===== src/rtl/pin_cfg_params.svh =====
// constants for the pin-driven configuration block
`ifndef PIN_CFG_PARAMS_SVH
`define PIN_CFG_PARAMS_SVH

// ****************************************
// register offsets
// ****************************************
`define OFS_GENERAL_CONTROL   8'h1B
`define OFS_GAIN_DRIVE_CTRL   8'h1C
`define OFS_CHANNEL_MODE      8'h1D
`define OFS_DC_OFFSET_TRIM    8'h1F
`define OFS_INTERMOD_TRIM     8'h2F

// ****************************************
// field positions and values
// ****************************************
`define GC_LO_DIVIDE_BIT      7
`define GC_BIAS_ENABLE_BIT    4
`define GC_DEMOD_ENABLE_BIT   1
`define REG_CLEAR             8'h00
`define GC_ENABLES            8'h12
`define GC_DIV2               8'h80
`define GAIN_MAX              8'h00
`define GAIN_MINUS18          8'h09
`define MODE_FORCED           8'h0F
`define SYNC_ZERO             4'h0

`endif


===== src/rtl/pin_cfg_pkg.sv =====
// types for the pin-driven configuration block
package pin_cfg_pkg;
  typedef enum logic [2:0] {
    ST_BUS    = 3'h1,
    ST_LOWPWR = 3'h2,
    ST_ACTIVE = 3'h4
  } cfg_state_t;
endpackage : pin_cfg_pkg


===== src/rtl/direct_pin_control_config.sv =====
// forced register configuration under direct pin control
// How it works
// bus_disable_n low: pins become reset, divider, gain
// reset pin low clears all registers, low power
// reset pin high leaves low power, becomes active
// divider_select low sets lo_divide_sel bit
// divider_select high clears lo_divide_sel bit
// gain high: gain field all zero
// gain low: gain field pattern 01001
// pin mode with reset pin high forces bias and demod enables
// drive, phase, offset, intermod held zero
// mode register: channel zero, trim ones
// all pins synchronised before use
`timescale 1ns/100ps
`include "pin_cfg_params.svh"
module direct_pin_control_config
  import pin_cfg_pkg::*;
(
  // clock and reset
  input  wire logic       mclk_i,
  input  wire logic       rst_i,
  // device pins
  input  wire logic       bus_disable_n_i,
  input  wire logic       serial_cmd_in_i,
  input  wire logic       serial_clk_i,
  input  wire logic       serial_select_n_i,
  // forced register contents
  output logic [7:0]      general_control_o,
  output logic [7:0]      gain_drive_control_o,
  output logic [7:0]      channel_mode_o,
  output logic [7:0]      dc_offset_trim_o,
  output logic [7:0]      intermod_trim_o,
  // status
  output logic            pin_mode_o,
  output logic            low_power_o,
  output logic            forcing_o
);

  // ****************************************
  // pin synchronisation
  // ****************************************
  logic [3:0] pins_raw;
  logic [3:0] pins_sync;

  // stored inverted so the cleared flops read as idle-high pins, no false pin mode after reset
  assign pins_raw = ~{bus_disable_n_i, serial_cmd_in_i, serial_clk_i, serial_select_n_i};

  genvar gi;
  generate
    for (gi = 0; gi < 4; gi = gi + 1) begin : g_sync
      pin_sync u_sync (
        .mclk_i  (mclk_i),
        .rst_i   (rst_i),
        .pin_i   (pins_raw[gi]),
        .level_o (pins_sync[gi])
      );
    end
  endgenerate

  // ****************************************
  // pin roles in direct mode
  // ****************************************
  wire bus_disable_n  = ~pins_sync[3];
  wire pin_reset_n    = ~pins_sync[2];
  wire divider_select = ~pins_sync[1];
  wire gain_select    = ~pins_sync[0];
  wire pin_mode       = ~bus_disable_n;

  // ****************************************
  // mode state machine
  // ****************************************
  cfg_state_t state_r;
  cfg_state_t state_nxt;

  always_comb begin
    case (state_r)
      ST_BUS: begin
        if (pin_mode) state_nxt = pin_reset_n ? ST_ACTIVE : ST_LOWPWR;
        else state_nxt = ST_BUS;
      end
      ST_LOWPWR: begin
        if (!pin_mode) state_nxt = ST_BUS;
        else if (pin_reset_n) state_nxt = ST_ACTIVE;
        else state_nxt = ST_LOWPWR;
      end
      ST_ACTIVE: begin
        if (!pin_mode) state_nxt = ST_BUS;
        else if (!pin_reset_n) state_nxt = ST_LOWPWR;
        else state_nxt = ST_ACTIVE;
      end
      default: state_nxt = ST_LOWPWR;
    endcase
  end

  always_ff @(posedge mclk_i or posedge rst_i) begin
    if (rst_i) state_r <= ST_LOWPWR;
    else state_r <= state_nxt;
  end

  // ****************************************
  // forced values
  // ****************************************
  wire active_nxt = (state_nxt == ST_ACTIVE);
  wire lowpwr_nxt = (state_nxt == ST_LOWPWR);
  wire pin_nxt    = active_nxt | lowpwr_nxt;

  // divider low selects divide by two
  wire [7:0] gc_div   = divider_select ? `REG_CLEAR : `GC_DIV2;
  wire [7:0] gc_nxt   = active_nxt ? (`GC_ENABLES | gc_div) :
                        lowpwr_nxt ? `REG_CLEAR : general_control_o;
  wire [7:0] gain_val = gain_select ? `GAIN_MAX : `GAIN_MINUS18;
  wire [7:0] ctl_nxt  = active_nxt ? gain_val :
                        lowpwr_nxt ? `REG_CLEAR : gain_drive_control_o;
  wire [7:0] mode_nxt = active_nxt ? `MODE_FORCED :
                        lowpwr_nxt ? `REG_CLEAR : channel_mode_o;
  wire [7:0] ofs_nxt  = pin_nxt ? `REG_CLEAR : dc_offset_trim_o;
  wire [7:0] imd_nxt  = pin_nxt ? `REG_CLEAR : intermod_trim_o;

  always_ff @(posedge mclk_i or posedge rst_i) begin
    if (rst_i) begin
      general_control_o    <= `REG_CLEAR;
      gain_drive_control_o <= `REG_CLEAR;
      channel_mode_o       <= `REG_CLEAR;
      dc_offset_trim_o     <= `REG_CLEAR;
      intermod_trim_o      <= `REG_CLEAR;
      pin_mode_o           <= 1'b0;
      low_power_o          <= 1'b1;
      forcing_o            <= 1'b0;
    end else begin
      general_control_o    <= gc_nxt;
      gain_drive_control_o <= ctl_nxt;
      channel_mode_o       <= mode_nxt;
      dc_offset_trim_o     <= ofs_nxt;
      intermod_trim_o      <= imd_nxt;
      pin_mode_o           <= pin_nxt;
      low_power_o          <= lowpwr_nxt;
      forcing_o            <= active_nxt;
    end
  end
endmodule : direct_pin_control_config


===== src/rtl/pin_sync.sv =====
// two-flop synchroniser for one pin
`timescale 1ns/100ps
module pin_sync (
  // clock and reset
  input  wire logic mclk_i,
  input  wire logic rst_i,
  // pin and synchronised level
  input  wire logic pin_i,
  output logic      level_o
);
  logic meta_r;

  always_ff @(posedge mclk_i or posedge rst_i) begin
    if (rst_i) begin
      meta_r  <= 1'b0;
      level_o <= 1'b0;
    end else begin
      meta_r  <= pin_i;
      level_o <= meta_r;
    end
  end
endmodule : pin_sync


===== config.mk =====
export PLATFORM = sky130hd
export DESIGN_NAME = direct_pin_control_config
export DESIGN_NICKNAME = d
export VERILOG_FILES = /design/src/rtl/pin_cfg_pkg.sv /design/src/rtl/direct_pin_control_config.sv /design/src/rtl/pin_sync.sv
export VERILOG_INCLUDE_DIRS = /design/src /design/src/rtl
export SDC_FILE = /design/constraint.sdc
export NUM_CORES = 1
export LEC_CHECK = 0
export BUFFER_PORTS_ARGS = -buffer_cell sky130_fd_sc_hd__buf_2
export CAP_MARGIN = 20
export CORE_UTILIZATION = 38
export CTS_CLUSTER_DIAMETER = 150
export DETAILED_ROUTE_END_ITERATION = 10
export GPL_TIMING_DRIVEN = 1
export PLACE_DENSITY = 0.74
export SYNTH_ARGS = -nofsm -noshare
export SYNTH_HDL_FRONTEND = slang
export SYNTH_SLANG_ARGS = --single-unit

===== constraint.sdc =====
create_clock -name mclk_i -period 1 [get_ports mclk_i]
set_input_delay 0.05 -clock mclk_i [delete_from_list [all_inputs] [get_ports mclk_i]]
set_output_delay 0.05 -clock mclk_i [all_outputs]
set_load 0.01 [all_outputs]

After elaboration in Yosys (flattened, before gate mapping)
Cells that the tools add are included.
- flip-flop bits (word level): 38
- input bits: 6
- logic and storage cells: 33
- equality and inequality tests: 5
- multiplexer cells: 9
- bitwise logic cells: 2
- reductions and logical operators: 2
- operators with widths (cell ; count):
    $mux W8 ; 5
    $mux W3 ; 3
    $eq A3 B2 Y1 const B ; 2
    $eq A3 B3 Y1 const B ; 2
    $mux W4 ; 1
    $not A4 Y4 ; 1
    $eq A3 B1 Y1 const B ; 1
    $reduce_or A3 Y1 ; 1
    $reduce_bool A2 Y1 ; 1
    $or A1 B1 Y1 ; 1

Depth between registers and ports, before layout
Gate-level depths: netlist (run 1).
- depth after elaboration: 6
- mapped depth: 3
- gate-level depth less buffers: 3

Cells and area by module
A second synthesis (run 1) with hierarchy kept.
- cells, all modules: 87
- area, all modules: 920.9 µm²
- modules (own cells, without submodules) (module ; instances ; cells each ; area an instance (µm²)):
    direct_pin_control_config ; 1 ; 75 ; 705.7
    pin_sync ; 4 ; 3 ; 53.8

Least setup slack after synthesis (run 1)
No wires, ideal clock.
- path type: flip-flop to flip-flop
- from: register state_r[0]
- to: register pin_mode_o
- data arrival time: 0.923 ns
- required time: 0.876 ns
- path slack: -0.047 ns
- stages on the path, launching flop included: 4
- path buffers: 0
- period minus slack after synthesis: 1.047 ns
- path through: dfrtp_1 -> xor2_1 -> mux2i_4 -> or2_1
- word-level cells in the longest chain between the ends: 5
- elaborated cells on any way between the ends: 8
- RTL lines (item ; RTL line ; RTL):
    start, declared ; direct_pin_control_config.sv:72 ; cfg_state_t state_r;
    start signal, assigned ; direct_pin_control_config.sv:97 ; else state_r <= state_nxt;
    $eq A3 B3 Y1, or another cell as far along ; direct_pin_control_config.sv:76 ; case (state_r)
    $reduce_or A3 Y1 (no source line) (*) ; -- ;
    $mux W3 (*) ; -- ;
    $eq A3 B3 Y1 / $eq A3 B2 Y1 (equally long branches) ; direct_pin_control_config.sv:103, direct_pin_control_config.sv:104 ;
    $or A1 B1 Y1 (*) ; direct_pin_control_config.sv:105 ; wire pin_nxt = active_nxt | lowpwr_nxt;
    via pin_nxt ; direct_pin_control_config.sv:105 ;
    end signal, assigned ; direct_pin_control_config.sv:135 ; pin_mode_o <= pin_nxt;
    end, declared ; direct_pin_control_config.sv:34 ; output logic pin_mode_o,
The timed path passes the listed nets; every way through them passes the cells marked *.
A chain may end at the register's enable or synchronous reset.

Worst setup path in the final report (run 1)
- from: register state_r[2]
- to: register pin_mode_o
Same word-level chain as after synthesis.

==> impl_metrics.json, run 1 <==
{
  "final_nets": 105,
  "postRouteAntennaNets": 0,
  "drt_pass1_iterations": 2,
  "top_layer": "met4",
  "die_area_mm2": 0.00245,
  "p_leak_nw": 0.499,
  "cts_htree_levels": 1,
  "grt_pass1_vias": 324,
  "drc_errors": 0,
  "row_count": 16,
  "timing.setup.tns_ns": -0.791,
  "rsz0062_at_grt": "true",
  "clock_latency_ns": 0.28,
  "outcome": "complete, but fails checks",
  "finalHoldViolations": 0,
  "synthTopCellsByArea": "dfrtp_1 44%, buf_4 32%, dfstp_2 6.1%, nand2b_1 2.9%, mux2i_4 2.6%",
  "totalWireLength_um": 981,
  "met1_length_um": 411,
  "post_drt_wl_per_cell_um": 7.85,
  "die_h_um": 49.5,
  "drive_gt1_frac": 0.286,
  "ir_drop_mv": 0.937,
  "yosysTopAreaCell": "dfrtp_1",
  "startpoint_type": "register",
  "critPathMaxFanout": 9,
  "ys_seq_area_frac": 0.499,
  "avgViaCountPerCell": 3.46,
  "numClockSinks": 17,
  "grtUsageTotal": 0.0789,
  "root_buffer": "clkbuf_4",
  "antenna_cells": 0,
  "setup_violations": 9,
  "portBuffers": 17,
  "syn_inst": 79,
  "syn2layout_area_growth_pct": 5.84,
  "ys_ff_latch": 17,
  "min_path_type": "in -> async",
  "grt_start_max_net_pins": 18,
  "synth_top_area_frac": 0.438,
  "p_total_mw": 2.06,
  "coreArea_mm2": 0.00204,
  "gr-total-overflow": 0,
  "fin_skew_ns": 0.00101,
  "syn_area_um2": 857,
  "yosys_warnings": 0,
  "holdWs_ns": 0.298,
  "power_density_mw_per_mm2": 2270,
  "fmax_ghz": 0.914,
  "violations": "negative setup slack",
  "fill_cells": 205,
  "cts_buffers": 3,
  "wl_met3_um": 97,
  "timing.final.crit_share": 1.09,
  "path_class": "reg -> reg",
  "start_util": 0.420,
  "antenna_found_initial": 0,
  "met2_length_um": 460,
  "critPathCaptureType": "register",
  "finalCriticalPeriod_ns": 1.09,
  "clk_path_buf_depth": 2,
  "fin_ws_ns": -0.0943,
  "clk_pin_slew_ns": 0.09,
  "synth_area_per_cell_um2": 10.8,
  "cap_violations": 0,
  "initialDrtViolationCount": 1,
  "cp.arrival_ns": 1.33,
  "pin_count": 49,
  "ys_types": 14,
  "via_count": 432,
  "grt_pass1_wl_mm": 1.39,
  "cp_data_required_time_ns": 1.23,
  "cts_tree": "built",
  "die_x_um": 49.5,
  "drv_slew": 0,
  "hpwlAfterDp_um": 644,
  "gp_congestion": 0.768
}
==> cells in the mapped netlist <==
| library cell | n |
|---|---|
| a21o_2 | 2 |
| nor2_1 | 4 |
| buf_4 | 37 |
| mux2i_4 | 1 |
| nand2b_1 | 4 |
| a21oi_1 | 3 |
| buf_1 | 1 |
| inv_1 | 5 |
| dfstp_2 | 2 |
| or2_1 | 1 |
| xor2_1 | 1 |
| nand3b_1 | 2 |
| dfrtp_1 | 15 |
| conb_1 | 1 |
==> timing repair <==
action | CTS | global route
endpoints found under the setup margin | 9 | 10
gates resized for setup | 2 | 1
buffers inserted | 0 | 0
hold endpoints to repair | 21 | 0
cloned | 0 | 0
hold buffers | 5 | 0
==> path summary, 6_finish.rpt <==
kind	startpoint	to	slack, ns	depth (start not counted)
min	rst_i	g_sync[0].u_sync.meta_r	0.30	4
max reg2reg	state_r[2]	pin_mode_o	-0.09	3
min in group mclk_i	g_sync[1].u_sync.meta_r	g_sync[1].u_sync.level_o	0.36	0
max in group asynchronous	rst_i	state_r[1]	0.45	4
max	state_r[2]	pin_mode_o	-0.09	3
min reg2reg	g_sync[1].u_sync.meta_r	g_sync[1].u_sync.level_o	0.36	0
==> sequential cells by signal, summed over array words and instances, names as in the netlist <==
name,cells
pin_mode_o,1
forcing_o,1
g_sync.u_sync.level_o,4
state_r,3
general_control_o,2
gain_drive_control_o,1
low_power_o,1
g_sync.u_sync.meta_r,4
==> cell families (layout without fill, tap and decap cells) <==
| family | after synthesis | after routing | synth area share |
|---|---|---|---|
| buf+inv | 43 | 32 | 0.350 |
| compound gates | 5 | 5 | 0.0380 |
| mux | 1 | 1 | 0.0263 |
| xor+xnor | 1 | 1 | 0.0102 |
| simple gates | 11 | 11 | 0.0715 |
| flops | 17 | 17 | 0.499 |
| other cells | 1 | 31 | 0.00438 |
==> through the flow <==
| stage | worst slack (ns) | instances | util | area [µm²] |
|---|---|---|---|---|
| 6_report | -0.0943 | 125 | 0.444 | 907 |
| 5_1_grt | -0.142 | 125 | 0.444 | 907 |
| 4_1_cts | -0.0826 | 125 | 0.441 | 901 |
| 3_5_place_dp | -0.0971 | 116 | 0.399 | 815 |
| 3_3_place_gp | -0.0630 | 116 | 0.399 | 815 |
| 2_1_floorplan | -0.0460 | 109 | - | 970 |
==> placed cells by master, fill, tap and decap left out, drive strengths merged <==
| cell | netlist | routed |
|---|---|---|
| a21o | 2 | 2 |
| a21oi | 3 | 3 |
| buf | 38 | 18 |
| clkbuf | 0 | 4 |
| conb | 1 | 31 |
| dfrtp | 15 | 15 |
| dfstp | 2 | 2 |
| dlygate4sd3 | 0 | 5 |
| inv | 5 | 5 |
| mux2i | 1 | 1 |
| nand2b | 4 | 4 |
| nand3b | 2 | 2 |
| nor2 | 4 | 4 |
| or2 | 1 | 1 |
| xor2 | 1 | 1 |
==> cell type report <==
type | count | area [µm²] | share of cell area
clock buffers | 4 | 26.3 | 0.0290
inverters | 5 | 18.8 | 0.0207
multi-input cells | 49 | 251 | 0.277
flip-flops and latches | 17 | 428 | 0.472
well taps | 27 | 33.8 | 0.0372
repair buffers | 23 | 149 | 0.164
==> layer usage <==
metal / global-route usage / up-vias
li1: - / 209
met1: 0.0907 / 187
met2: 0.121 / 34
met3: 0.0463 / 2
met4: 0.0286 / 0
met5: 0 / -
==> critical path: stages, from the launching register on <==
cell and delay [ns]:
dfrtp_1 0.44, xor2_2 0.20, mux2i_4 0.26, or2_1 0.14
==> report_power, final <==
group / leakage (nW) / internal [mW] / switching (mW)
registers: 0.205 / 0.867 / 0.118
clock network: 0.0150 / 0.155 / 0.199
logic: 0.279 / 0.338 / 0.382
total: 0.499 / 1.36 / 0.699
(Power assumes the default switching activity.)
==> run 2, diff against run 1 <==
--- a/config.mk
+++ b/config.mk
@@ -8,11 +8,14 @@
 export LEC_CHECK = 0
 export BUFFER_PORTS_ARGS = -buffer_cell sky130_fd_sc_hd__buf_2
 export CAP_MARGIN = 20
-export CORE_UTILIZATION = 38
+export CELL_PAD_IN_SITES_DETAIL_PLACEMENT = 0
+export CELL_PAD_IN_SITES_GLOBAL_PLACEMENT = 1
+export CORE_ASPECT_RATIO = 0.5
+export CORE_UTILIZATION = 28
 export CTS_CLUSTER_DIAMETER = 150
 export DETAILED_ROUTE_END_ITERATION = 10
 export GPL_TIMING_DRIVEN = 1
-export PLACE_DENSITY = 0.74
+export PLACE_DENSITY_LB_ADDON = 0.1
 export SYNTH_ARGS = -nofsm -noshare
 export SYNTH_HDL_FRONTEND = slang
 export SYNTH_SLANG_ARGS = --single-unit
==> impl_metrics.json, run 2 (synthesis results as in run 1) <==
{
  "power_frac_comb": 0.325,
  "post_drt_wl_per_cell_um": 7.36,
  "cp_data_required_time_ns": 1.12,
  "mostFrequentLayoutCells": "31 x conb_1, 17 x buf_2, 15 x dfrtp_1, 5 x inv_1, 5 x dlygate4sd3_1",
  "cp_num_cells": 2,
  "postRouteAntennaNets": 0,
  "violations": "negative setup slack",
  "die_h_um": 41.1,
  "antenna_cells": 0,
  "clock_latency_ns": 0.25,
  "cts_htree_levels": 1,
  "path_class": "reg -> reg",
  "gr-total-overflow": 0,
  "critPathMaxFanout": 9,
  "fin_ws_ns": -0.0909,
  "p_sw_frac": 0.321,
  "fin_skew_ns": 0.00354,
  "drv_slew": 0,
  "place_area_um2": 827,
  "timing.final.crit_share": 1.09,
  "cts_buffers": 3,
  "grt_start_max_net_pins": 18,
  "grtUsageTotal": 0.0701,
  "gp_congestion": 0.672,
  "r2r_setup_slack_ns": -0.09,
  "cp_num_buf_inv": 0,
  "drive_gt1_frac": 0.276,
  "syn2layout_area_growth_pct": 8.47,
  "root_buffer": "clkbuf_8",
  "start_util": 0.312,
  "cts_tree": "built",
  "cp_top_family": "flip-flops",
  "r2r_cells": 2,
  "final_core_util": 0.338,
  "grt_pass1_vias": 373,
  "finalCriticalPeriod_ns": 1.09,
  "grt_pass1_wl_mm": 1.55,
  "row_count": 13,
  "critPathCaptureType": "register",
  "final_nets": 105,
  "internal_power_mw": 1.46,
  "ir_drop_mv": 0.728,
  "clk_pin_slew_ns": 0.06,
  "finalHoldViolations": 0,
  "fmax_ghz": 0.917,
  "cp.arrival_ns": 1.21,
  "r2r_end": "gain_drive_control_o[0]",
  "postCtsSetupBuffers": 0,
  "startpoint_type": "register",
  "p_clk_frac": 0.225,
  "reg_top3": "g_sync.u_sync.level_o x4, g_sync.u_sync.meta_r x4, state_r x3",
  "path_cells": "mux2i_4 -> a21oi_1",
  "setup_violations": 9,
  "initialDrtViolationCount": 27,
  "min_path_type": "in -> async",
  "coreArea_mm2": 0.00275,
  "rsz0062_at_grt": "true",
  "p_sw_uw": 691,
  "crit_start": "state_r[1]",
  "portBuffers": 17,
  "outcome": "complete, but fails checks",
  "die_x_um": 80.2,
  "die_area_mm2": 0.00330,
  "p_leak_nw": 0.504,
  "timing.setup.tns_ns": -0.723,
  "drc_errors": 0,
  "cap_violations": 0,
  "slowest_delay_ns": 0.55,
  "pin_count": 49,
  "final_common_cell": "conb_1",
  "antenna_found_initial": 0,
  "postLayoutCellArea_um2": 930,
  "numClockSinks": 17,
  "via_count": 452,
  "avgViaCountPerCell": 3.35,
  "drt_pass1_iterations": 3,
  "hpwlAfterDp_um": 723,
  "r2r_start": "state_r[1]",
  "totalWireLength_um": 993,
  "seqPwrFrac": 0.450,
  "clk_path_buf_depth": 2,
  "slowest_stage": "dfstp_2",
  "power_density_mw_per_mm2": 2320
}
==> run 2: what timing repair did <==
action                     in CTS  in global routing
gates resized for setup         1                  0
hold buffers                    5                  0
setup endpoints to repair       9                  9
hold endpoints to repair       19                  0
==> run 2: cell type report <==
type | instances | area, µm²
clock buffers | 4 | 45.0
fillers | 290 | 1820
inverters | 5 | 18.8
multi-input cells | 49 | 249
flip-flops and latches | 17 | 428
well taps | 37 | 46.3
repair buffers | 23 | 143
==> run 2: routing by layer <==
| layer | track usage | up-vias | routed length (µm) |
|---|---|---|---|
| met5 | 0 | - | 0 |
| met3 | 0.0333 | 2 | 103 |
| met4 | 0.0536 | 0 | 13 |
| met1 | 0.0599 | 202 | 384 |
| met2 | 0.139 | 39 | 491 |
| li1 | - | 209 | - |
==> run 2: worst min-delay path: cells and delay by family <==
family / cells / cell delay [ns]
buf+inv: 4 / 0.90
==> run 2: worst max-delay path by stage <==
stage	endpoint	slack (ns)
after floorplan	pin_mode_o	-0.05
after global placement	pin_mode_o	-0.08
after detailed placement	pin_mode_o	-0.13
after CTS	gain_drive_control_o[0]	-0.10
after global routing	gain_drive_control_o[0]	-0.14
final	gain_drive_control_o[0]	-0.09
==> run 2: power groups by stage <==
stage          clock network, mW  logic (mW)  registers [mW]
3_5_place_dp                   0       0.684           0.975
6_report                   0.485       0.700           0.968
5_1_grt                    0.545       0.774           0.993
3_3_place_gp                   0       0.683           0.967
4_1_cts                    0.511       0.713           0.972
2_1_floorplan                  0       0.627            1.01
==> run 2: metrics by stage <==
stage          hold WS (ns)  setup WS, ns  power [mW]  std cells
2_1_floorplan       -0.0254       -0.0460        1.64        109
3_3_place_gp         0.0607       -0.0769        1.65        126
3_5_place_dp         0.0696        -0.130        1.66        126
4_1_cts               0.348        -0.101        2.20        135
5_1_grt               0.354        -0.140        2.31        135
6_report              0.340       -0.0909        2.15        135
==> run 3, diff against run 2 <==
==> constraint.sdc (replaced) <==
create_clock -name mclk_i -period 0.9 [get_ports mclk_i]
set_input_delay 0.045 -clock mclk_i [delete_from_list [all_inputs] [get_ports mclk_i]]
set_output_delay 0.045 -clock mclk_i [all_outputs]
set_load 0.01 [all_outputs]
==> impl_metrics.json, run 3 (synthesis results as in run 1) <==
{
  "clk_pin_slew_ns": 0.06,
  "finalHoldViolations": 0,
  "die_x_um": 80.2,
  "cts_tree": "built",
  "fill_cells": 283,
  "grt_pass1_wl_mm": 1.57,
  "cap_violations": 0,
  "min_path_type": "in -> async",
  "critPathCaptureType": "register",
  "crit_start": "state_r[1]",
  "portBuffers": 17,
  "seqPwrFrac": 0.431,
  "hpwlAfterDp_um": 723,
  "r2r_setup_slack_ns": -0.19,
  "pre_cts_ws_ns": -0.230,
  "finalCriticalPeriod_ns": 1.09,
  "numClockSinks": 17,
  "initialDrtViolationCount": 27,
  "drive_gt1_frac": 0.286,
  "p_sw_frac": 0.311,
  "ir_drop_mv": 0.865,
  "postCtsSetupBuffers": 0,
  "cp_data_required_time_ns": 1.02,
  "grt_pass1_vias": 377,
  "r2r_end": "gain_drive_control_o[0]",
  "syn2layout_area_growth_pct": 13.7,
  "gr-total-overflow": 0,
  "clock_latency_ns": 0.25,
  "fin_ws_ns": -0.193,
  "fmax_ghz": 0.915,
  "drc_errors": 0,
  "gp_congestion": 0.672,
  "antenna_cells": 0,
  "path_class": "reg -> reg",
  "avgViaCountPerCell": 3.33,
  "grt_start_max_net_pins": 18,
  "p_sw_uw": 801,
  "power_frac_comb": 0.359,
  "start_util": 0.312,
  "cts_buffers": 3,
  "post_drt_wl_per_cell_um": 7.40,
  "critPathCapture": "gain_drive_control_o[0]",
  "grtUsageTotal": 0.0707,
  "die_h_um": 41.1,
  "die_area_mm2": 0.00330,
  "internal_power_mw": 1.77,
  "setup_violations": 16,
  "r2r_start": "state_r[1]",
  "pin_count": 49,
  "p_total_mw": 2.57,
  "timing.final.crit_share": 1.21,
  "via_count": 450,
  "rsz0062_at_grt": "true",
  "violations": "negative setup slack",
  "clk_path_buf_depth": 2,
  "r2r_cells": 2,
  "drv_slew": 0,
  "fin_skew_ns": 0.00391,
  "power_density_mw_per_mm2": 2640,
  "mostFrequentLayoutCells": "31 x conb_1, 14 x dfrtp_1, 10 x buf_2, 7 x buf_6",
  "coreArea_mm2": 0.00275,
  "critPathMaxFanout": 9,
  "row_count": 13,
  "p_leak_nw": 0.511,
  "root_buffer": "clkbuf_8",
  "cts_htree_levels": 1,
  "outcome": "complete, but fails checks",
  "cp.arrival_ns": 1.21,
  "final_common_cell": "conb_1",
  "final_nets": 105,
  "postRouteAntennaNets": 0,
  "p_clk_frac": 0.210,
  "antenna_found_initial": 0,
  "startpoint_type": "register",
  "holdWs_ns": 0.335,
  "reg_top3": "g_sync.u_sync.level_o x4, g_sync.u_sync.meta_r x4, state_r x3",
  "totalWireLength_um": 999,
  "drt_pass1_iterations": 3,
  "timing.setup.tns_ns": -1.71
}
==> run 3: worst min-delay path by stage <==
| stage | cells past startpoint | start | end | slack, ns |
|---|---|---|---|---|
| 2_1_floorplan | 1 | rst_i | forcing_o | -0.03 |
| 3_3_place_gp | 3 | rst_i | g_sync[3].u_sync.meta_r | 0.06 |
| 3_5_place_dp | 3 | rst_i | g_sync[0].u_sync.meta_r | 0.06 |
| 4_1_cts | 4 | rst_i | general_control_o[7] | 0.34 |
| 5_1_grt | 0 | g_sync[3].u_sync.meta_r | g_sync[3].u_sync.level_o | 0.35 |
| 6_report | 4 | rst_i | state_r[0] | 0.33 |
==> run 3: repair_timing <==
action / 4_1_cts / 5_1_grt
resized for setup: 2 / 7
gates cloned: 0 / 0
setup endpoints to repair: 10 / 16
hold endpoints to repair: 19 / 0
hold buffers: 5 / 0
==> run 3: routing by layer <==
metal,routed length (µm),vias to the layer above,global-route usage,share of wire
met1,375,201,0.0613,0.38
met5,0,-,0,0
met2,511,39,0.139,0.51
met3,100,2,0.0333,0.10
met4,13,0,0.0536,0.013
li1,-,208,-,-
==> run 3: layout make-up <==
cell class                 count  area [µm²]  area share
clock buffer                   4        45.0      0.0462
inverter                       5        18.8      0.0193
multi-input combinational     49         249       0.255
sequential                    17         429       0.440
tap                           37        46.3      0.0475
timing repair buffer          23         186       0.191
==> run 3: critical path: stages (launching register included) <==
cell     delay (ns)
dfstp_2        0.55
mux2i_4        0.34
a21oi_1        0.08
==> run 3: per-stage QoR <==
| stage | cell area (µm²) | util | cells |
|---|---|---|---|
| after floorplan | 970 | - | 109 |
| after global placement | 827 | 0.301 | 126 |
| after detailed placement | 827 | 0.301 | 126 |
| after CTS | 936 | 0.340 | 135 |
| after global routing | 975 | 0.355 | 135 |
| final | 975 | 0.355 | 135 |
==> run 3: power by group through the flow <==
stage | registers [mW] | clock network, mW | logic [mW]
floorplan | 1.12 | 0 | 0.697
global placement | 1.07 | 0 | 0.759
detailed placement | 1.08 | 0 | 0.760
CTS | 1.09 | 0.568 | 0.818
global route | 1.14 | 0.606 | 1.01
finish | 1.11 | 0.540 | 0.923
